--- src/flag_pkg.sv ---
`default_nettype none
package flag_pkg;
    // ----------------------------------------
    // bit positions
    // ----------------------------------------
    localparam int C_BIT  = 0;
    localparam int HALF_BIT  = 1;
    localparam int Z_BIT     = 2;
    localparam int OVF_BIT   = 3;
    localparam int PD_BIT    = 4;
    localparam int TO_BIT    = 5;
    localparam int CHAIN_BIT = 6;
    localparam int SIGN_BIT  = 7;
    localparam logic [7:0] STATUS_RESET  = 8'h00;
    localparam logic [7:0] SYS_BITS_MASK = 8'h30;

    // ----------------------------------------
    // alu operation classes
    // ----------------------------------------
    typedef enum logic [3:0] {
        op_none  = 4'h0,
        op_add   = 4'h1,
        op_addc  = 4'h2,
        op_sub   = 4'h3,
        op_sbc   = 4'h4,
        op_logic = 4'h5,
        op_rlc   = 4'h6,
        op_rrc   = 4'h7
    } alu_op_type;

    typedef struct packed {
        alu_op_type op;
        logic [7:0] a;
        logic [7:0] b;
    } alu_req_type;

    typedef struct packed {
        logic [7:0] res;
        logic       c;
        logic       hc;
        logic       ovf;
        logic       z;
    } alu_res_type;
endpackage : flag_pkg
`default_nettype wire

--- src/cpu_status_flag_logic.sv ---
`default_nettype none
// status register of the core: arithmetic flags from the alu, system flags from power management
module cpu_status_flag_logic (
    // clock and power-on reset
    input  wire  logic                  clk,
    input  wire  logic                  nrst,
    // instruction side
    input  wire  logic                  instr_done,
    input  wire  flag_pkg::alu_req_type alu_req,
    // software store into the register
    input  wire  logic                  wr_en,
    input  wire  logic [7:0]            wr_data,
    // power management events
    input  wire  logic                  watchdog_clear_instr,
    input  wire  logic                  sleep_instr,
    input  wire  logic                  wdt_timeout,
    // register read view and last result
    output logic [7:0]                  cpu_status_flags,
    output logic [7:0]                  alu_result
);

    // ----------------------------------------
    // overview
    // ----------------------------------------
    // arithmetic flags follow the alu on each completed instruction
    // a store and an alu update can meet on one edge; the store wins,
    // so that software always reads back what it has just written
    // op_none, or a low instr_done, leaves every arithmetic flag alone
    // the system flags sit in their own module, out of reach of wr_data
    // reset clears the arithmetic bits as well, so that a read before
    // the first instruction shows zero rather than a stale value
    // the flags appear right after the edge that takes the request,
    // and then stand until the next store or affecting instruction
    // back to back requests are fine: each edge is judged on its own
    // limitation: nothing here saves the flags on a call or an interrupt;
    // software that needs them kept has to store them itself

    // ----------------------------------------
    // bit map
    // ----------------------------------------
    // 7 sign compare       read and write
    // 6 chained zero       read and write
    // 5 watchdog time-out  read only
    // 4 power down         read only
    // 3 overflow           read and write
    // 2 zero               read and write
    // 1 half carry         read and write
    // 0 carry              read and write

    // ----------------------------------------
    // state
    // ----------------------------------------
    // arithmetic flags and the last result, kept as one register
    // the result is stored so that the checks can see what the flags describe
    typedef struct packed {
        logic [7:0] res;       // last alu result
        logic       scmp;      // sign compare
        logic       chz;       // chained zero
        logic       ovf;       // overflow
        logic       z;         // zero
        logic       hc;        // half carry
        logic       c;         // carry
    } core_state_type;

    core_state_type        state_ff;
    core_state_type        nxt_state;

    // ----------------------------------------
    // internal nets
    // ----------------------------------------
    // alu answer and the two system flags
    flag_pkg::alu_res_type rsp;
    logic                  to_flag;
    logic                  pd_flag;

    // operation decode
    logic                  is_add;
    logic                  is_addc;
    logic                  is_sub;
    logic                  is_sbc;
    logic                  is_rlc;
    logic                  is_rrc;
    logic                  is_addsub;
    logic                  is_rot;

    // which source owns this edge
    logic                  sw_take;
    logic                  alu_take;

    // flag values offered by the alu path
    logic                  alu_c;
    logic                  alu_hc;
    logic                  alu_ovf;
    logic                  alu_z;
    logic                  alu_scmp;
    logic                  alu_chz;

    // flag values offered by a software store
    logic                  sw_c;
    logic                  sw_hc;
    logic                  sw_ovf;
    logic                  sw_z;
    logic                  sw_scmp;
    logic                  sw_chz;

    // ----------------------------------------
    // datapath and system flags
    // ----------------------------------------
    // purely combinational alu; carry in is the stored carry flag,
    // so the carry chain of addc, sbc and the rotates closes through state_ff
    flag_alu u_alu (
        .req (alu_req),
        .cin (state_ff.c),
        .rsp (rsp)
    );

    // system flags live apart so no software path can reach them
    sys_flags u_sys (
        .clk         (clk),
        .nrst        (nrst),
        .wdt_clear   (watchdog_clear_instr),
        .sleep       (sleep_instr),
        .wdt_timeout (wdt_timeout),
        .to_flag     (to_flag),
        .pd_flag     (pd_flag)
    );

    // ----------------------------------------
    // operation decode
    // ----------------------------------------
    // add forms; addc takes the stored carry in the alu
    assign is_add  = (alu_req.op == flag_pkg::op_add);
    assign is_addc = (alu_req.op == flag_pkg::op_addc);

    // subtract forms; the carry-in choice lives in the alu
    assign is_sub  = (alu_req.op == flag_pkg::op_sub);
    assign is_sbc  = (alu_req.op == flag_pkg::op_sbc);

    // rotate through carry, left and right
    // both use the carry flag as a ninth bit
    assign is_rlc  = (alu_req.op == flag_pkg::op_rlc);
    assign is_rrc  = (alu_req.op == flag_pkg::op_rrc);

    // groups used by the flag selection below
    // logic ops fall in neither group: they touch only zero and sign compare
    assign is_addsub = is_add | is_addc | is_sub | is_sbc;
    assign is_rot    = is_rlc | is_rrc;

    // ----------------------------------------
    // edge ownership
    // ----------------------------------------
    // a software store always takes the edge
    assign sw_take = wr_en;

    // an alu update needs a completed instruction with a real operation,
    // and it loses to a store on the same edge, so that the stored value
    // is what software reads back afterwards
    assign alu_take = instr_done && (alu_req.op != flag_pkg::op_none)
                      && !wr_en;

    // ----------------------------------------
    // alu flag candidates
    // ----------------------------------------
    // carry comes from add, subtract and the two rotates only
    // for subtract the alu adds the inverse, so a carry means no borrow
    assign alu_c = (is_addsub || is_rot) ? rsp.c : state_ff.c;

    // half carry only from add and subtract
    // rotates and logic ops keep the old value
    assign alu_hc = is_addsub ? rsp.hc : state_ff.hc;

    // overflow only from add and subtract; other ops keep the old value
    // carry into bit 7 against carry out of it
    assign alu_ovf = is_addsub ? rsp.ovf : state_ff.ovf;

    // zero follows every operation that reaches the alu
    // logic ops count here too, their result is the a operand
    assign alu_z = rsp.z;

    // sign compare uses the overflow as it stands after this instruction,
    // which for logic ops and rotates is the held overflow
    assign alu_scmp = alu_ovf ^ rsp.res[7];

    // chained zero: copy on plain subtract, and with the old value on
    // subtract with borrow, untouched by everything else
    assign alu_chz = is_sub ? rsp.z
                   : is_sbc ? (state_ff.chz & rsp.z)
                   : state_ff.chz;

    // ----------------------------------------
    // store candidates
    // ----------------------------------------
    // a store writes the six arithmetic bits like any data register
    // bits 5 and 4 of wr_data are never looked at
    assign sw_scmp = wr_data[flag_pkg::SIGN_BIT];
    assign sw_chz  = wr_data[flag_pkg::CHAIN_BIT];

    // low four flags
    assign sw_ovf  = wr_data[flag_pkg::OVF_BIT];
    assign sw_z    = wr_data[flag_pkg::Z_BIT];
    assign sw_hc   = wr_data[flag_pkg::HALF_BIT];
    assign sw_c    = wr_data[flag_pkg::C_BIT];

    // ----------------------------------------
    // flag update
    // ----------------------------------------
    // each flag field: store first, then alu, otherwise hold
    // holding is the default, so a skipped instruction changes nothing
    // one if chain per field keeps the priority visible field by field
    always_comb begin
        nxt_state = state_ff;

        // last result is only refreshed by the alu
        if (alu_take) begin
            nxt_state.res = rsp.res;
        end

        // carry: a stored carry is what the next addc or sbc will use
        if (sw_take) begin
            nxt_state.c = sw_c;
        end else if (alu_take) begin
            nxt_state.c = alu_c;
        end

        // half carry
        if (sw_take) begin
            nxt_state.hc = sw_hc;
        end else if (alu_take) begin
            nxt_state.hc = alu_hc;
        end

        // overflow
        if (sw_take) begin
            nxt_state.ovf = sw_ovf;
        end else if (alu_take) begin
            nxt_state.ovf = alu_ovf;
        end

        // zero
        if (sw_take) begin
            nxt_state.z = sw_z;
        end else if (alu_take) begin
            nxt_state.z = alu_z;
        end

        // sign compare
        if (sw_take) begin
            nxt_state.scmp = sw_scmp;
        end else if (alu_take) begin
            nxt_state.scmp = alu_scmp;
        end

        // chained zero: an sbc chain starts from whatever a store left here
        if (sw_take) begin
            nxt_state.chz = sw_chz;
        end else if (alu_take) begin
            nxt_state.chz = alu_chz;
        end
    end

    // ----------------------------------------
    // registers
    // ----------------------------------------
    // asynchronous power-on clear of the whole arithmetic state
    // the reset branch loads constants only
    always_ff @(posedge clk or negedge nrst) begin
        if (!nrst) begin
            state_ff <= '0;
        end else begin
            state_ff <= nxt_state;
        end
    end

    // ----------------------------------------
    // read view
    // ----------------------------------------
    // bit order is fixed: sign compare at the top, carry at the bottom
    // every bit comes straight from a flop, none is decoded on the way out
    assign cpu_status_flags = {state_ff.scmp,      // bit 7
                               state_ff.chz,       // bit 6
                               to_flag,            // bit 5
                               pd_flag,            // bit 4
                               state_ff.ovf,       // bit 3
                               state_ff.z,         // bit 2
                               state_ff.hc,        // bit 1
                               state_ff.c};        // bit 0

    // last result, for the decoder side
    assign alu_result = state_ff.res;
endmodule : cpu_status_flag_logic
`default_nettype wire

--- src/flag_alu.sv ---
`default_nettype none
module flag_alu (
    input  wire flag_pkg::alu_req_type req,
    input  wire logic                  cin,
    output var  flag_pkg::alu_res_type rsp
);
    logic [4:0] lo;
    logic [7:0] lo7;
    logic [8:0] full;
    logic       c7;
    logic [7:0] bb;
    logic       ci;

    // ----------------------------------------
    // arithmetic and flag generation
    // ----------------------------------------
    // subtract is a + ~b + 1 and sbc is a + ~b + cin, so carry out means no borrow
    always_comb begin
        lo   = 5'h00;
        lo7  = 8'h00;
        full = 9'h000;
        c7   = 1'b0;
        bb   = 8'h00;
        ci   = 1'b0;
        rsp  = '0;
        unique case (req.op)
            flag_pkg::op_add, flag_pkg::op_addc, flag_pkg::op_sub, flag_pkg::op_sbc: begin
                bb = (req.op == flag_pkg::op_sub || req.op == flag_pkg::op_sbc) ? ~req.b : req.b;
                ci = (req.op == flag_pkg::op_add) ? 1'b0 : (req.op == flag_pkg::op_sub) ? 1'b1 : cin;
                lo   = {1'b0, req.a[3:0]} + {1'b0, bb[3:0]} + {4'h0, ci};
                lo7  = {1'b0, req.a[6:0]} + {1'b0, bb[6:0]} + {7'h00, ci};
                full = {1'b0, req.a} + {1'b0, bb} + {8'h00, ci};
                c7   = lo7[7];
                rsp.res = full[7:0];
                rsp.c   = full[8];
                rsp.hc  = lo[4];
                rsp.ovf = c7 ^ full[8];
            end
            flag_pkg::op_rlc: begin
                rsp.res = {req.a[6:0], cin};
                rsp.c   = req.a[7];
            end
            flag_pkg::op_rrc: begin
                rsp.res = {cin, req.a[7:1]};
                rsp.c   = req.a[0];
            end
            default: begin
                rsp.res = req.a;
                rsp.c   = cin;
            end
        endcase
        rsp.z = (rsp.res == 8'h00);
    end
endmodule : flag_alu
`default_nettype wire

--- src/sys_flags.sv ---
`default_nettype none
module sys_flags (
    input  wire  logic clk,
    input  wire  logic nrst,
    input  wire  logic wdt_clear,
    input  wire  logic sleep,
    input  wire  logic wdt_timeout,
    output logic       to_flag,
    output logic       pd_flag
);
    typedef struct packed {
        logic to;
        logic pd;
    } sys_state_type;

    sys_state_type state_ff;
    sys_state_type nxt_state;

    // ----------------------------------------
    // system flags
    // ----------------------------------------
    // time-out set wins over a same-cycle clear so the event is never lost
    always_comb begin
        nxt_state = state_ff;
        if (wdt_clear) begin
            nxt_state.pd = 1'b0;
        end else if (sleep) begin
            nxt_state.pd = 1'b1;
        end
        if (wdt_clear || sleep) begin
            nxt_state.to = 1'b0;
        end
        if (wdt_timeout) begin
            nxt_state.to = 1'b1;
        end
    end

    // power-up clears both
    always_ff @(posedge clk or negedge nrst) begin
        if (!nrst) begin
            state_ff <= '0;
        end else begin
            state_ff <= nxt_state;
        end
    end

    assign to_flag = state_ff.to;
    assign pd_flag = state_ff.pd;
endmodule : sys_flags
`default_nettype wire

--- config.mk ---
export PLATFORM = sky130hd
export DESIGN_NAME = cpu_status_flag_logic
export DESIGN_NICKNAME = d
export VERILOG_FILES = /design/src/flag_pkg.sv /design/src/cpu_status_flag_logic.sv /design/src/flag_alu.sv /design/src/sys_flags.sv
export SDC_FILE = /design/constraint.sdc
export NUM_CORES = 1
export LEC_CHECK = 0
export BUFFER_PORTS_ARGS = -buffer_cell sky130_fd_sc_hd__buf_4
export CAP_MARGIN = 25
export CELL_PAD_IN_SITES_DETAIL_PLACEMENT = 0
export CELL_PAD_IN_SITES_GLOBAL_PLACEMENT = 1
export CORE_MARGIN = 4
export CORE_UTILIZATION = 37
export DETAILED_ROUTE_END_ITERATION = 10
export PLACE_DENSITY = 0.76
export SLEW_MARGIN = 40
export SYNTH_ARGS = -nofsm -noshare
export SYNTH_HDL_FRONTEND = slang
export SYNTH_SLANG_ARGS = --single-unit
--- constraint.sdc ---
create_clock -name clk -period 3.2 [get_ports clk]
set_clock_uncertainty 0.2 [all_clocks]
set_input_delay 0.48 -clock clk [delete_from_list [all_inputs] [get_ports clk]]
set_output_delay 0.48 -clock clk [all_outputs]
set_load 0.02 [all_outputs]
==> results by group, run 1 <==
Yosys
  – Synthesized cell area: 0.001615 mm^2
  – Seq/Total Area, Yosys: 24.79%
  – Syn nets: 230
  – Avg Inst Size Synth: 8.684 um^2
  – Unique masters post-synth: 52
  – Async S/R FF share, synth: 100.0%
  – Mapped Cells: 186
  – Primary FF master, synth: dfrtp_1
  – Ys Warns: 0
  – Post-synth EDFFs: 0
  – Seq cells post-synth: 16

STA
  – Shortest period the worst path allows: 3.241 ns
  – Worst slew margin: 66.48%
  – Final hold violations: 0
  – RSZ-0062 raised after global routing: true
  – Final period utilization: 101.3%
  – Setup Viol. Count Final: 1
  – Maximum clock rate: 308.5 MHz
  – Final worst setup slack: -0.04105 ns
  – Worst Tran Pin Value: 0.4994 ns
  – Slew Limit Fails: 0
  – Setup TNS Final: -0.04105 ns

Status
  – Failing checks: negative setup slack
  – Outcome: complete, but fails checks

Clocking
  – Clk sinks: 16
  – Clk slew on worst S/H paths: 0.06 ns
  – CTS root buf: clkbuf_8
  – CTS Buffer Depth: 2
  – CTS H-tree depth: 1
  – TritonCTS clock tree: done
  – CTS buffer count: 3
  – Later-pin clock latency in the skew report: 0.25 ns

Place
  – Placed cell area: 0.002256 mm^2
  – PortBufs: 48
  – Dpl hpwl: 4.016 mm
  – Placer congestion estimate: 0.8530

Critical path
  – Crit Path Class: input pin to flip-flop
  – Setup crit end: cpu_status_flags[6]
  – Critical Path RT: 3.17 ns
  – Slowest cell delay on critical path: 0.38 ns
  – Slowest-stage cell, CP: fa_2
  – Worst Setup SP: alu_req[17]
  – R2r startpoint: cpu_status_flags[0]
  – R2R Setup Slk: 0.22 ns
  – Worst-path cell chain: buf_8, nor3b_4, a21oi_4, nor2_4, xor2_2, fa_2, fa_2, a21o_1, a221oi_4, xnor2_1, a221oi_2, nand4_1, o31ai_2
  – Critical path peak fanout: 3
  – Worst R2R Path Depth: 10
  – R2r endpoint: cpu_status_flags[6]
  – CP arrival: 3.21 ns
  – Crit. End Element: flip-flop
  – Startpoint Class: input pin
  – Worst path most repeated cell: fa_2

Global routing
  – Initial antenna violation count: 0
  – Grt ovf: 0
  – Global-route wire length before repair: 7.907 mm
  – Overall Global Routing Usage: 18.32%
  – Pin count of the biggest net entering global routing: 17
  – Number of global-route vias before repair: 1755

Routing
  – Drt pass-1 iters: 4
  – Vias: 1718
  – Starting DRT DRC Count: 147
  – Vias per inst: 5.454
  – Detail Route Antenna Nets: 0
  – Routed wire length: 4.860 mm
  – # DRC: 0
  – DR WL/cell: 15.43 um

Pwr
  – Leak: 1.125 nW
  – Gate power share: 52.5%
  – Final Power: 0.0009092 W
  – Switching part of the total: 35.71%
  – Sw power: 0.0003247 W
  – Clock network power share: 19.4%
  – Max VDD drop: 288.4 uV
  – Share of power burned in registers: 28.1%
  – Power Density: 374.2 mW/mm^2
  – Internal power: 0.0005845 W

Floorplanning
  – Full die area: 0.005487 mm^2
  – Die W: 74.08 um
  – Initial Util: 39.25%
  – Rows: 23
  – Die Span Y: 74.08 um
  – CORE AREA: 0.004115 mm^2
  – I/O Pins: 51

Finish
  – Finished Cell Area: 0.002430 mm^2
  – Share of layout cells above drive strength 1: 45.66%
  – P&R area growth vs syn: 50.43%
  – Final Net Count: 310
  – N_diodes: 0

Min path
  – Hold Path Class: input pin to flip-flop

Flow run
  – Maxcap violations: 0
## synthesized netlist by cell type, types with 4 or more instances
cell type | n | area [um^2]
dfrtp_1 | 16 | 400.4
nor2_1 | 11 | 41.29
a21oi_1 | 18 | 90.09
o21ai_1 | 4 | 20.02
ha_1 | 7 | 87.58
xor2_1 | 9 | 78.83
buf_4 | 6 | 45.04
o221ai_1 | 4 | 35.03
a21o_1 | 4 | 30.03
mux2_2 | 7 | 78.83
a22oi_1 | 4 | 30.03
o21ai_0 | 11 | 55.05
nand2_1 | 16 | 60.06
inv_1 | 7 | 26.28
o2bb2ai_1 | 4 | 35.03
xnor2_1 | 4 | 35.03
## critical path: cells and delay by family
| family | cells | cell delay [ns] |
|---|---|---|
| xor+xnor | 2 | 0.22 |
| buf+inv | 1 | 0.11 |
| fa+ha+maj | 2 | 0.76 |
| simple gates | 3 | 0.58 |
| compound gates | 5 | 1.06 |
## how the worst min path moves through the flow
stage                         start  cells after the start  slack, ns                  end
6_report       watchdog_clear_instr                      2       0.19        u_sys.pd_flag
5_1_grt        watchdog_clear_instr                      2       0.18        u_sys.pd_flag
4_1_cts        watchdog_clear_instr                      2       0.18        u_sys.pd_flag
3_5_place_dp                   nrst                      1       0.15  cpu_status_flags[6]
3_3_place_gp                   nrst                      1       0.14        u_sys.to_flag
2_1_floorplan                  nrst                      0      -0.02        alu_result[0]
## cell usage in the layout (no fill, tap or decap), drive strengths merged, types with 4 or more instances in the layout
master | netlist | layout
ha | 7 | 7
clkbuf | 2 | 4
o21ai | 15 | 15
buf | 9 | 85
a22oi | 4 | 4
dfrtp | 16 | 16
mux2 | 8 | 8
a21o | 4 | 4
xnor2 | 4 | 4
nand2 | 16 | 16
nor2 | 12 | 12
o221ai | 4 | 4
a21oi | 18 | 18
xor2 | 9 | 9
o2bb2ai | 4 | 4
inv | 7 | 7
## cell families after synthesis
group | Yosys count | synth area share (%)
flops | 16 | 24.79
compound gates | 72 | 32.61
fa+ha+maj | 9 | 7.901
xor+xnor | 13 | 7.049
simple gates | 47 | 14.41
mux | 11 | 7.436
buf+inv | 18 | 5.809
## sequential cells by signal, summed over array words and instances, names as in the netlist
name / flops
cpu_status_flags: 6
u_sys.to_flag: 1
u_sys.pd_flag: 1
alu_result: 8
## per-layer routing
layer / routed length [um] / share of wire [%] / GRT usage, %
met5: 0 / 0 / 0
met4: 61 / 1.3 / 4.427
met3: 246 / 5.1 / 3.514
met2: 2455 / 51 / 32.48
met1: 2096 / 43 / 22.86
## power groups by stage
stage | Clock [W] | Combinational, W | Sequential, W
finish | 0.000176 | 0.000477 | 0.000255
global route | 0.000191 | 0.000519 | 0.000258
CTS | 0.000181 | 0.000469 | 0.000255
detailed placement | 0 | 0.000455 | 0.000258
global placement | 0 | 0.000444 | 0.000255
floorplan | 0 | 0.000228 | 0.000288
## timing repair
action | in CTS | in global routing
hold endpoints to repair | 16 | 0
resized for setup | 11 | 5
setup buffers | 2 | 2
endpoints found under the setup margin | 4 | 4
gates cloned | 0 | 0
hold buffers | 1 | 0
pin swaps | 4 | 4
## cell type report
class | count | area, um^2
sequential | 16 | 400.4
multi-input combinational | 152 | 1219
timing repair buffer | 86 | 666.9
inverter | 7 | 26.28
clock buffer | 4 | 55.05
tap | 50 | 62.56
fill | 374 | 1685
## per-stage QoR
| step | worst slack, ns | hold WS [ns] | cells | utilization (%) |
|---|---|---|---|---|
| 4_1_cts | -0.05439 | 0.1845 | 313 | 58.13 |
| 3_5_place_dp | -0.4203 | 0.1486 | 306 | 54.82 |
| 6_report | -0.04105 | 0.1853 | 315 | 59.05 |
| 3_3_place_gp | -0.3305 | 0.1423 | 306 | 54.82 |
| 2_1_floorplan | -0.3283 | -0.01559 | 186 | - |
| 5_1_grt | -0.1393 | 0.1791 | 315 | 59.05 |
(Power assumes the default switching activity.)
==> run 2: changes to the inputs <==
--- a/config.mk
+++ b/config.mk
@@ -10,9 +10,9 @@
 export CELL_PAD_IN_SITES_DETAIL_PLACEMENT = 0
 export CELL_PAD_IN_SITES_GLOBAL_PLACEMENT = 1
 export CORE_MARGIN = 4
-export CORE_UTILIZATION = 37
+export CORE_UTILIZATION = 34
 export DETAILED_ROUTE_END_ITERATION = 10
-export PLACE_DENSITY = 0.76
+export PLACE_DENSITY = 0.74
 export SLEW_MARGIN = 40
 export SYNTH_ARGS = -nofsm -noshare
 export SYNTH_HDL_FRONTEND = slang
==> constraint.sdc (replaced) <==
create_clock -name clk -period 2.7 [get_ports clk]
set_clock_uncertainty 0.2 [all_clocks]
set_input_delay 0.405 -clock clk [delete_from_list [all_inputs] [get_ports clk]]
set_output_delay 0.405 -clock clk [all_outputs]
set_load 0.02 [all_outputs]
==> run 2 against run 1 <==
  * The flow still finishes with violations (negative setup slack)
  * Routed wire length up 0.97%
  * Sequential power rose by 17%
  * Sequential cell count unchanged
  * Via count rose by 1.3%
  * Final cell count grew 2.9%
  * Total power grew 26%
  * Largest power group unchanged
  * Combinational power up 33%
  * Die area increased by 7.8%
  * Hold slack got worse by 0.080 ns
  * Design area is 6.7% higher
  * Worst setup slack lost 0.34 ns
  * Global-route usage shrank 2.3 points
==> results by group, run 2 (synthesized netlist as in run 1, its figures left out) <==
Min path
  – Cell depth of the worst hold path: 2 (unchanged)
  – Hold Path Class: input pin to flip-flop (unchanged)

Status
  – Outcome: complete, but fails checks (unchanged)
  – Failing checks: negative setup slack (unchanged)

Routing
  – Detail Route Antenna Nets: 0 (unchanged)
  – Vias per inst: 5.370 (was 5.454)
  – Vias: 1740 (was 1718)
  – Starting DRT DRC Count: 90 (was 147)
  – Drt pass-1 iters: 4 (unchanged)
  – DR WL/cell: 15.15 um (was 15.43 um)
  – # DRC: 0 (unchanged)
  – Routed wire length: 4.907 mm (was 4.860 mm)

Clocking
  – CTS H-tree depth: 1 (unchanged)
  – Later-pin clock latency in the skew report: 0.25 ns (about the same)
  – CTS root buf: clkbuf_8 (unchanged)
  – Clk sinks: 16 (unchanged)
  – TritonCTS clock tree: done (unchanged)
  – CTS buffer count: 3 (unchanged)
  – Clk slew on worst S/H paths: 0.06 ns (about the same)
  – CTS Buffer Depth: 2 (unchanged)

Place
  – Placer congestion estimate: 0.7901 (was 0.8530)
  – Dpl hpwl: 3.908 mm (was 4.016 mm)
  – PortBufs: 48 (unchanged)
  – Place WS: -0.7883 ns (was -0.4203 ns)
  – Placed cell area: 0.002296 mm^2 (was 0.002256 mm^2)

Critical path
  – Critical path peak fanout: 3 (unchanged)
  – Worst R2R Path Depth: 10 (unchanged)
  – Startpoint Class: input pin (unchanged)
  – Crit. End Element: flip-flop (unchanged)
  – Critical Path RT: 2.66 ns (was 3.17 ns)
  – CP arrival: 3.05 ns (was 3.21 ns)
  – Crit Path Class: input pin to flip-flop (unchanged)

Floorplanning
  – CORE AREA: 0.004474 mm^2 (was 0.004115 mm^2)
  – I/O Pins: 51 (unchanged)
  – Die Span Y: 76.93 um (was 74.08 um)
  – Initial Util: 36.10% (was 39.25%)
  – Die W: 76.93 um (was 74.08 um)
  – Full die area: 0.005917 mm^2 (was 0.005487 mm^2)
  – Rows: 24 (was 23)

Finish
  – Most frequent cells in the layout: 87 x buf_4, 16 x nand2_1, 16 x dfrtp_1, 11 x nor2_1, 10 x a21oi_1 (was 81 x buf_4, 16 x nand2_1, 16 x a21oi_1, 16 x dfrtp_1, 11 x nor2_1)
  – Final Net Count: 317 (was 310)
  – Max reg flops: 8 (unchanged)
  – N_diodes: 0 (unchanged)
  – Commonest non-fill, non-tap cell in the layout: buf_4 (unchanged)
  – P&R area growth vs syn: 60.57% (was 50.43%)
  – Final core utilization: 57.97% (was 59.05%)
  – Number of fill cells: 405 (was 374)
  – Area of the multi-input gates: 0.001320 mm^2 (was 0.001219 mm^2)
  – Share of layout cells above drive strength 1: 51.84% (was 45.66%)
  – Finished Cell Area: 0.002594 mm^2 (was 0.002430 mm^2)
  – FF+latch area: 400.4 um^2 (unchanged)

STA
  – Worst slew margin: 62.27% (was 66.48%)
  – Maximum clock rate: 324.4 MHz
  – Final hold violations: 0 (unchanged)
  – Final period utilization: 114.2%
  – Worst Tran Pin Value: 0.5622 ns (was 0.4994 ns)
  – Final worst setup slack: -0.3825 ns (was -0.04105 ns)
  – Setup TNS Final: -2.149 ns (was -0.04105 ns)
  – RSZ-0062 raised after global routing: true (unchanged)
  – Shortest period the worst path allows: 3.083 ns
  – Setup Viol. Count Final: 10 (was 1)
  – Slew Limit Fails: 0 (unchanged)

Global routing
  – Global-route wire length before repair: 7.728 mm (was 7.907 mm)
  – Pin count of the biggest net entering global routing: 17 (unchanged)
  – Overall Global Routing Usage: 16.01% (was 18.32%)
  – Initial antenna violation count: 0 (unchanged)
  – Number of global-route vias before repair: 1606 (was 1755)
  – Grt ovf: 0 (unchanged)

Pwr
  – Max VDD drop: 304.8 uV (was 288.4 uV)
  – Power Density: 440.9 mW/mm^2 (was 374.2 mW/mm^2)
  – Leak: 1.191 nW (was 1.125 nW)

Flow run
  – Maxcap violations: 0 (unchanged)
## run 2: final timing paths
kind | startpoint | endpoint | slack [ns]
worst max register to register | cpu_status_flags[0] | cpu_status_flags[6] | -0.12
worst min register to register | u_sys.to_flag | u_sys.to_flag | 0.28
worst max-delay path | alu_req[18] | cpu_status_flags[6] | -0.38
min in group asynchronous | nrst | u_sys.to_flag | 0.36
max in group asynchronous | nrst | cpu_status_flags[3] | 1.76
worst min-delay path | watchdog_clear_instr | u_sys.pd_flag | 0.11
## run 2: per-stage QoR
stage,instances,total power (W),hold slack [ns]
after floorplan,186,0.0006122,-0.09059
after global placement,313,0.0008450,0.07376
after detailed placement,313,0.0008506,0.07298
after CTS,321,0.001096,0.1013
after global routing,324,0.001212,0.1075
final,324,0.001144,0.1052
## run 2: power breakdown
group	internal (W)	switching (W)	leakage, nW
combinational	0.000326	0.000309	0.973
sequential	0.000277	0.0000221	0.189
clock	0.000129	0.0000803	0.0288
total	0.000732	0.000412	1.19
## run 2: final cells by class
type | count | area share (%)
clock buffer | 4 | 2.123
inverter | 7 | 1.013
multi-input combinational | 152 | 50.89
sequential | 16 | 15.44
tap | 52 | 2.508
timing repair buffer | 93 | 28.03
## run 2: critical path, cell delays in order
cell,delay (ns)
buf_6,0.10
nor3b_4,0.15
a21oi_4,0.15
nor2_4,0.06
xor2_2,0.18
fa_2,0.37
fa_2,0.37
a21o_1,0.20
a221oi_4,0.25
xnor2_1,0.11
a221oi_2,0.30
nand4_1,0.18
o31ai_2,0.21
## run 2: layer usage
layer / GRT usage (%) / wire [um]
met1: 21.04 / 2181
met2: 27.79 / 2472
met3: 3.044 / 205
met4: 2.174 / 47
met5: 0 / 0
## run 2: timing repair
item                                   4_1_cts  5_1_grt
cloned                                       0        0
pin swaps                                    9       16
endpoints found under the hold margin       16        0
hold buffers                                 1        0
gates resized for setup                     19       17
buffers inserted                             3        4
setup endpoints to repair                   12       14
==> run 3: changes to the inputs <==
--- a/config.mk
+++ b/config.mk
@@ -5,15 +5,16 @@
 export SDC_FILE = /design/constraint.sdc
 export NUM_CORES = 1
 export LEC_CHECK = 0
-export BUFFER_PORTS_ARGS = -buffer_cell sky130_fd_sc_hd__buf_4
 export CAP_MARGIN = 25
 export CELL_PAD_IN_SITES_DETAIL_PLACEMENT = 0
 export CELL_PAD_IN_SITES_GLOBAL_PLACEMENT = 1
 export CORE_MARGIN = 4
-export CORE_UTILIZATION = 34
+export CORE_UTILIZATION = 42
 export DETAILED_ROUTE_END_ITERATION = 10
-export PLACE_DENSITY = 0.74
+export DONT_BUFFER_PORTS = 1
+export PLACE_DENSITY = 0.72
 export SLEW_MARGIN = 40
 export SYNTH_ARGS = -nofsm -noshare
 export SYNTH_HDL_FRONTEND = slang
+export SYNTH_HIERARCHICAL = 1
 export SYNTH_SLANG_ARGS = --single-unit
==> constraint.sdc (replaced) <==
create_clock -name clk -period 2.7 [get_ports clk]
set_clock_uncertainty 0.2 [all_clocks]
set_input_delay 0.405 -clock clk [delete_from_list [all_inputs] [get_ports clk]]
set_output_delay 0.405 -clock clk [all_outputs]
set_load 0.01 [all_outputs]
==> run 3 against run 2 <==
  * The flow still finishes with violations (negative setup slack)
  * Global-route usage is 1.5 points higher
  * Via count is 18% lower
  * Final cell count down 24%
  * Non-clock buffer count decreased by 65
  * Sequential cell count did not move
  * Utilization shrank 3.8 points
  * Synthesized area down 1.6%
  * Die area down 18%
  * Critical endpoint unchanged
  * Largest cell class unchanged
==> results by group, run 3 <==
Critical path
  – Critical Path RT: 2.66 ns (about the same)
  – CP top delay family: simple AND/OR/NAND/NOR gates (was compound AO/OA/AOI/OAI gates)
  – Worst path most repeated cell: fa_2 (unchanged)
  – Crit. End Element: flip-flop (unchanged)
  – Slowest-stage cell, CP: or4_4 (was fa_2)
  – Crit Path Class: input pin to flip-flop (unchanged)
  – CP arrival: 3.65 ns (was 3.05 ns)
  – Startpoint Class: input pin (unchanged)
  – Worst R2R Path Depth: 11 (was 10)
  – R2R Setup Slk: -0.81 ns (was -0.12 ns)
  – Setup crit end: cpu_status_flags[6] (unchanged)
  – WP depth: 13 (unchanged)
  – Critical path buffer and inverter count: 0 (was 1)
  – Critical path peak fanout: 15 (was 3)
  – Slowest cell delay on critical path: 0.50 ns (was 0.37 ns)
  – R2r endpoint: cpu_status_flags[6] (unchanged)
  – Worst Setup SP: alu_req[18] (unchanged)
  – R2r startpoint: cpu_status_flags[0] (unchanged)
  – Worst-path cell chain: and2b_4, and2_4, mux2_4, fa_2, fa_2, a21o_1, a221oi_2, xnor2_1, o221ai_2, or4_4, nor4_4, nor3b_2, o31ai_1 (was buf_6, nor3b_4, a21oi_4, nor2_4, xor2_2, fa_2, fa_2, a21o_1, a221oi_4, xnor2_1, a221oi_2, nand4_1, o31ai_2)

Floorplanning
  – CORE AREA: 0.003661 mm^2 (was 0.004474 mm^2)
  – Die Span Y: 69.51 um (was 76.93 um)
  – I/O Pins: 51 (unchanged)
  – Initial Util: 43.40% (was 36.10%)
  – Die W: 69.51 um (was 76.93 um)
  – Full die area: 0.004832 mm^2 (was 0.005917 mm^2)
  – Rows: 22 (was 24)

Routing
  – # DRC: 0 (unchanged)
  – Vias per inst: 5.853 (was 5.370)
  – Vias: 1434 (was 1740)
  – Detail Route Antenna Nets: 0 (unchanged)
  – Starting DRT DRC Count: 94 (was 90)
  – Routed wire length: 4.136 mm (was 4.907 mm)
  – DR WL/cell: 16.88 um (was 15.15 um)
  – Drt pass-1 iters: 4 (unchanged)

Pwr
  – Leak: 0.8651 nW (was 1.191 nW)
  – Max VDD drop: 342.9 uV (was 304.8 uV)
  – Final Power: 0.0009323 W (was 0.001144 W)
  – Power Density: 470.1 mW/mm^2 (was 440.9 mW/mm^2)

Finish
  – P&R area growth vs syn: 24.80% (was 60.57%)
  – Commonest non-fill, non-tap cell in the layout: buf_4 (unchanged)
  – N_diodes: 0 (unchanged)
  – Final core utilization: 54.17% (was 57.97%)
  – Share of layout cells above drive strength 1: 34.01% (was 51.84%)
  – Most frequent cells in the layout: 26 x buf_4, 16 x dfrtp_1, 12 x xor2_1, 10 x a21oi_1, 10 x nor2_1 (was 87 x buf_4, 16 x nand2_1, 16 x dfrtp_1, 11 x nor2_1, 10 x a21oi_1)
  – Final Net Count: 242 (was 317)
  – Max reg flops: 8 (unchanged)

Global routing
  – Grt ovf: 0 (unchanged)
  – Global-route wire length before repair: 6.948 mm (was 7.728 mm)
  – Pin count of the biggest net entering global routing: 21 (was 17)
  – Initial antenna violation count: 0 (unchanged)
  – Overall Global Routing Usage: 17.47% (was 16.01%)
  – Number of global-route vias before repair: 1450 (was 1606)

Yosys
  – Async S/R FF share, synth: 100.0% (unchanged)
  – Ys Warns: 6 (was 0)
  – Unique masters post-synth: 51 (was 52)
  – Mapped Cells: 172 (was 186)
  – Post-synth EDFFs: 0 (unchanged)
  – Seq/Total Area, Yosys: 25.20% (was 24.79%)
  – Seq cells post-synth: 16 (unchanged)
  – Count leader, synth: dfrtp_1 (was a21oi_1)
  – Synthesized cell area: 0.001589 mm^2 (was 0.001615 mm^2)
  – Syn nets: 216 (was 230)
  – Synth area leader: dfrtp_1 (unchanged)
  – Primary FF master, synth: dfrtp_1 (unchanged)
  – Synth area leaders: dfrtp_1 25%, mux2_2 7.8%, xor2_1 6.6%, ha_1 5.5%, a21oi_1 4.4% (was dfrtp_1 25%, a21oi_1 5.6%, ha_1 5.4%, mux2_2 4.9%, xor2_1 4.9%)
  – Synth top area share: 25.20% (was 24.79%)
  – Synth top cells by count: 16 x dfrtp_1, 14 x a21oi_1, 12 x xor2_1 (was 18 x a21oi_1, 16 x dfrtp_1, 16 x nand2_1)
  – Avg Inst Size Synth: 9.239 um^2 (was 8.684 um^2)

Clocking
  – Clk sinks: 16 (unchanged)
  – Later-pin clock latency in the skew report: 0.25 ns (about the same)
  – CTS Buffer Depth: 2 (unchanged)
  – Clk slew on worst S/H paths: 0.06 ns (about the same)
  – TritonCTS clock tree: done (unchanged)
  – CTS buffer count: 3 (unchanged)
  – CTS root buf: clkbuf_8 (unchanged)
  – CTS H-tree depth: 1 (unchanged)

Status
  – Outcome: complete, but fails checks (unchanged)
  – Failing checks: negative setup slack (unchanged)

STA
  – Final hold violations: 0 (unchanged)
  – Maximum clock rate: 271.2 MHz (was 324.4 MHz)
  – Setup Viol. Count Final: 12 (was 10)
  – Slew Limit Fails: 0 (unchanged)
  – Final worst setup slack: -0.9873 ns (was -0.3825 ns)
  – Worst slew margin: 53.22% (was 62.27%)
  – Worst Tran Pin Value: 0.6994 ns (was 0.5622 ns)
  – Final period utilization: 136.6% (was 114.2%)
  – RSZ-0062 raised after global routing: true (unchanged)
  – Shortest period the worst path allows: 3.687 ns (was 3.083 ns)

Place
  – Dpl hpwl: 3.266 mm (was 3.908 mm)
  – PortBufs: 0 (was 48)
  – Placer congestion estimate: 0.9066 (was 0.7901)

Flow run
  – Maxcap violations: 0 (unchanged)

Min path
  – Hold Path Class: input pin to flip-flop (unchanged)
==> run 3: what timing repair did <==
item                                    in CTS  in global routing
endpoints found under the hold margin       16                  0
pin swaps                                   10                 15
hold buffers                                 1                  0
endpoints found under the setup margin      13                 13
gates resized for setup                     10                 12
buffers inserted                             2                  1
==> run 3: kinds of logic (layout without fill, tap and decap cells) <==
logic type / count (synthesis) / in the layout / synth area share (%)
muxes: 16 / 16 / 10.95
buffers and inverters: 12 / 37 / 4.409
and+or+nand+nor: 50 / 50 / 18.43
DFF: 16 / 16 / 25.20
adders and majority gates: 9 / 9 / 8.031
xor gates and xnor gates: 15 / 15 / 8.268
AOI/OAI and AO/OA: 54 / 54 / 24.73
==> run 3: how the worst min path moves through the flow <==
stage	start	to	slack (ns)	depth (start not counted)
after floorplan	nrst	alu_result[0]	-0.09	0
after global placement	nrst	cpu_status_flags[3]	-0.09	0
after detailed placement	nrst	cpu_status_flags[3]	-0.09	0
after CTS	watchdog_clear_instr	u_sys/pd_flag	0.007	1
after global routing	watchdog_clear_instr	u_sys/pd_flag	0.006	1
final	watchdog_clear_instr	u_sys/pd_flag	0.01	1
==> run 3: area by class of cell <==
cell class / count / area (um^2)
fill: 332 / 1678
sequential: 16 / 400.4
tap: 48 / 60.06
multi-input combinational: 144 / 1232
inverter: 5 / 18.77
timing repair buffer: 28 / 216.5
clock buffer: 4 / 55.05
==> run 3: power by group <==
group          switching, W  total [W]  internal, W
clock             0.0000794   0.000209     0.000129
combinational      0.000179   0.000396     0.000218
sequential        0.0000466   0.000327     0.000281
total              0.000305   0.000932     0.000628
==> run 3: worst reg2reg max path, delay by kind of cell (launching register included) <==
kind	cells	cell delay [ns]
flops	1	0.40
compound gates	4	0.83
mux	1	0.29
xor+xnor	1	0.17
fa+ha+maj	2	0.71
simple gates	3	0.83
==> run 3: metal layers <==
metal  GRT usage [%]  vias up  part of all wire (%)
li1                -      688                     -
met1           21.58      690                    41
met2           29.03       49                    50
met3           5.797        7                   7.8
met4           4.772        0                   1.3
met5               0        -                     0
==> run 3: per-stage QoR <==
| stage | instances | hold WS (ns) | instance area (um^2) | setup TNS [ns] | setup slack (ns) |
|---|---|---|---|---|---|
| final | 245 | 0.01466 | 1983 | -6.318 | -0.9873 |
| after global routing | 245 | 0.006287 | 1983 | -7.801 | -1.157 |
| after CTS | 244 | 0.007380 | 1921 | -6.054 | -0.9464 |
| after detailed placement | 238 | -0.09036 | 1812 | -10.11 | -1.314 |
| after global placement | 238 | -0.09027 | 1812 | -9.704 | -1.271 |
| after floorplan | 172 | -0.09059 | 1622 | -8.227 | -1.298 |
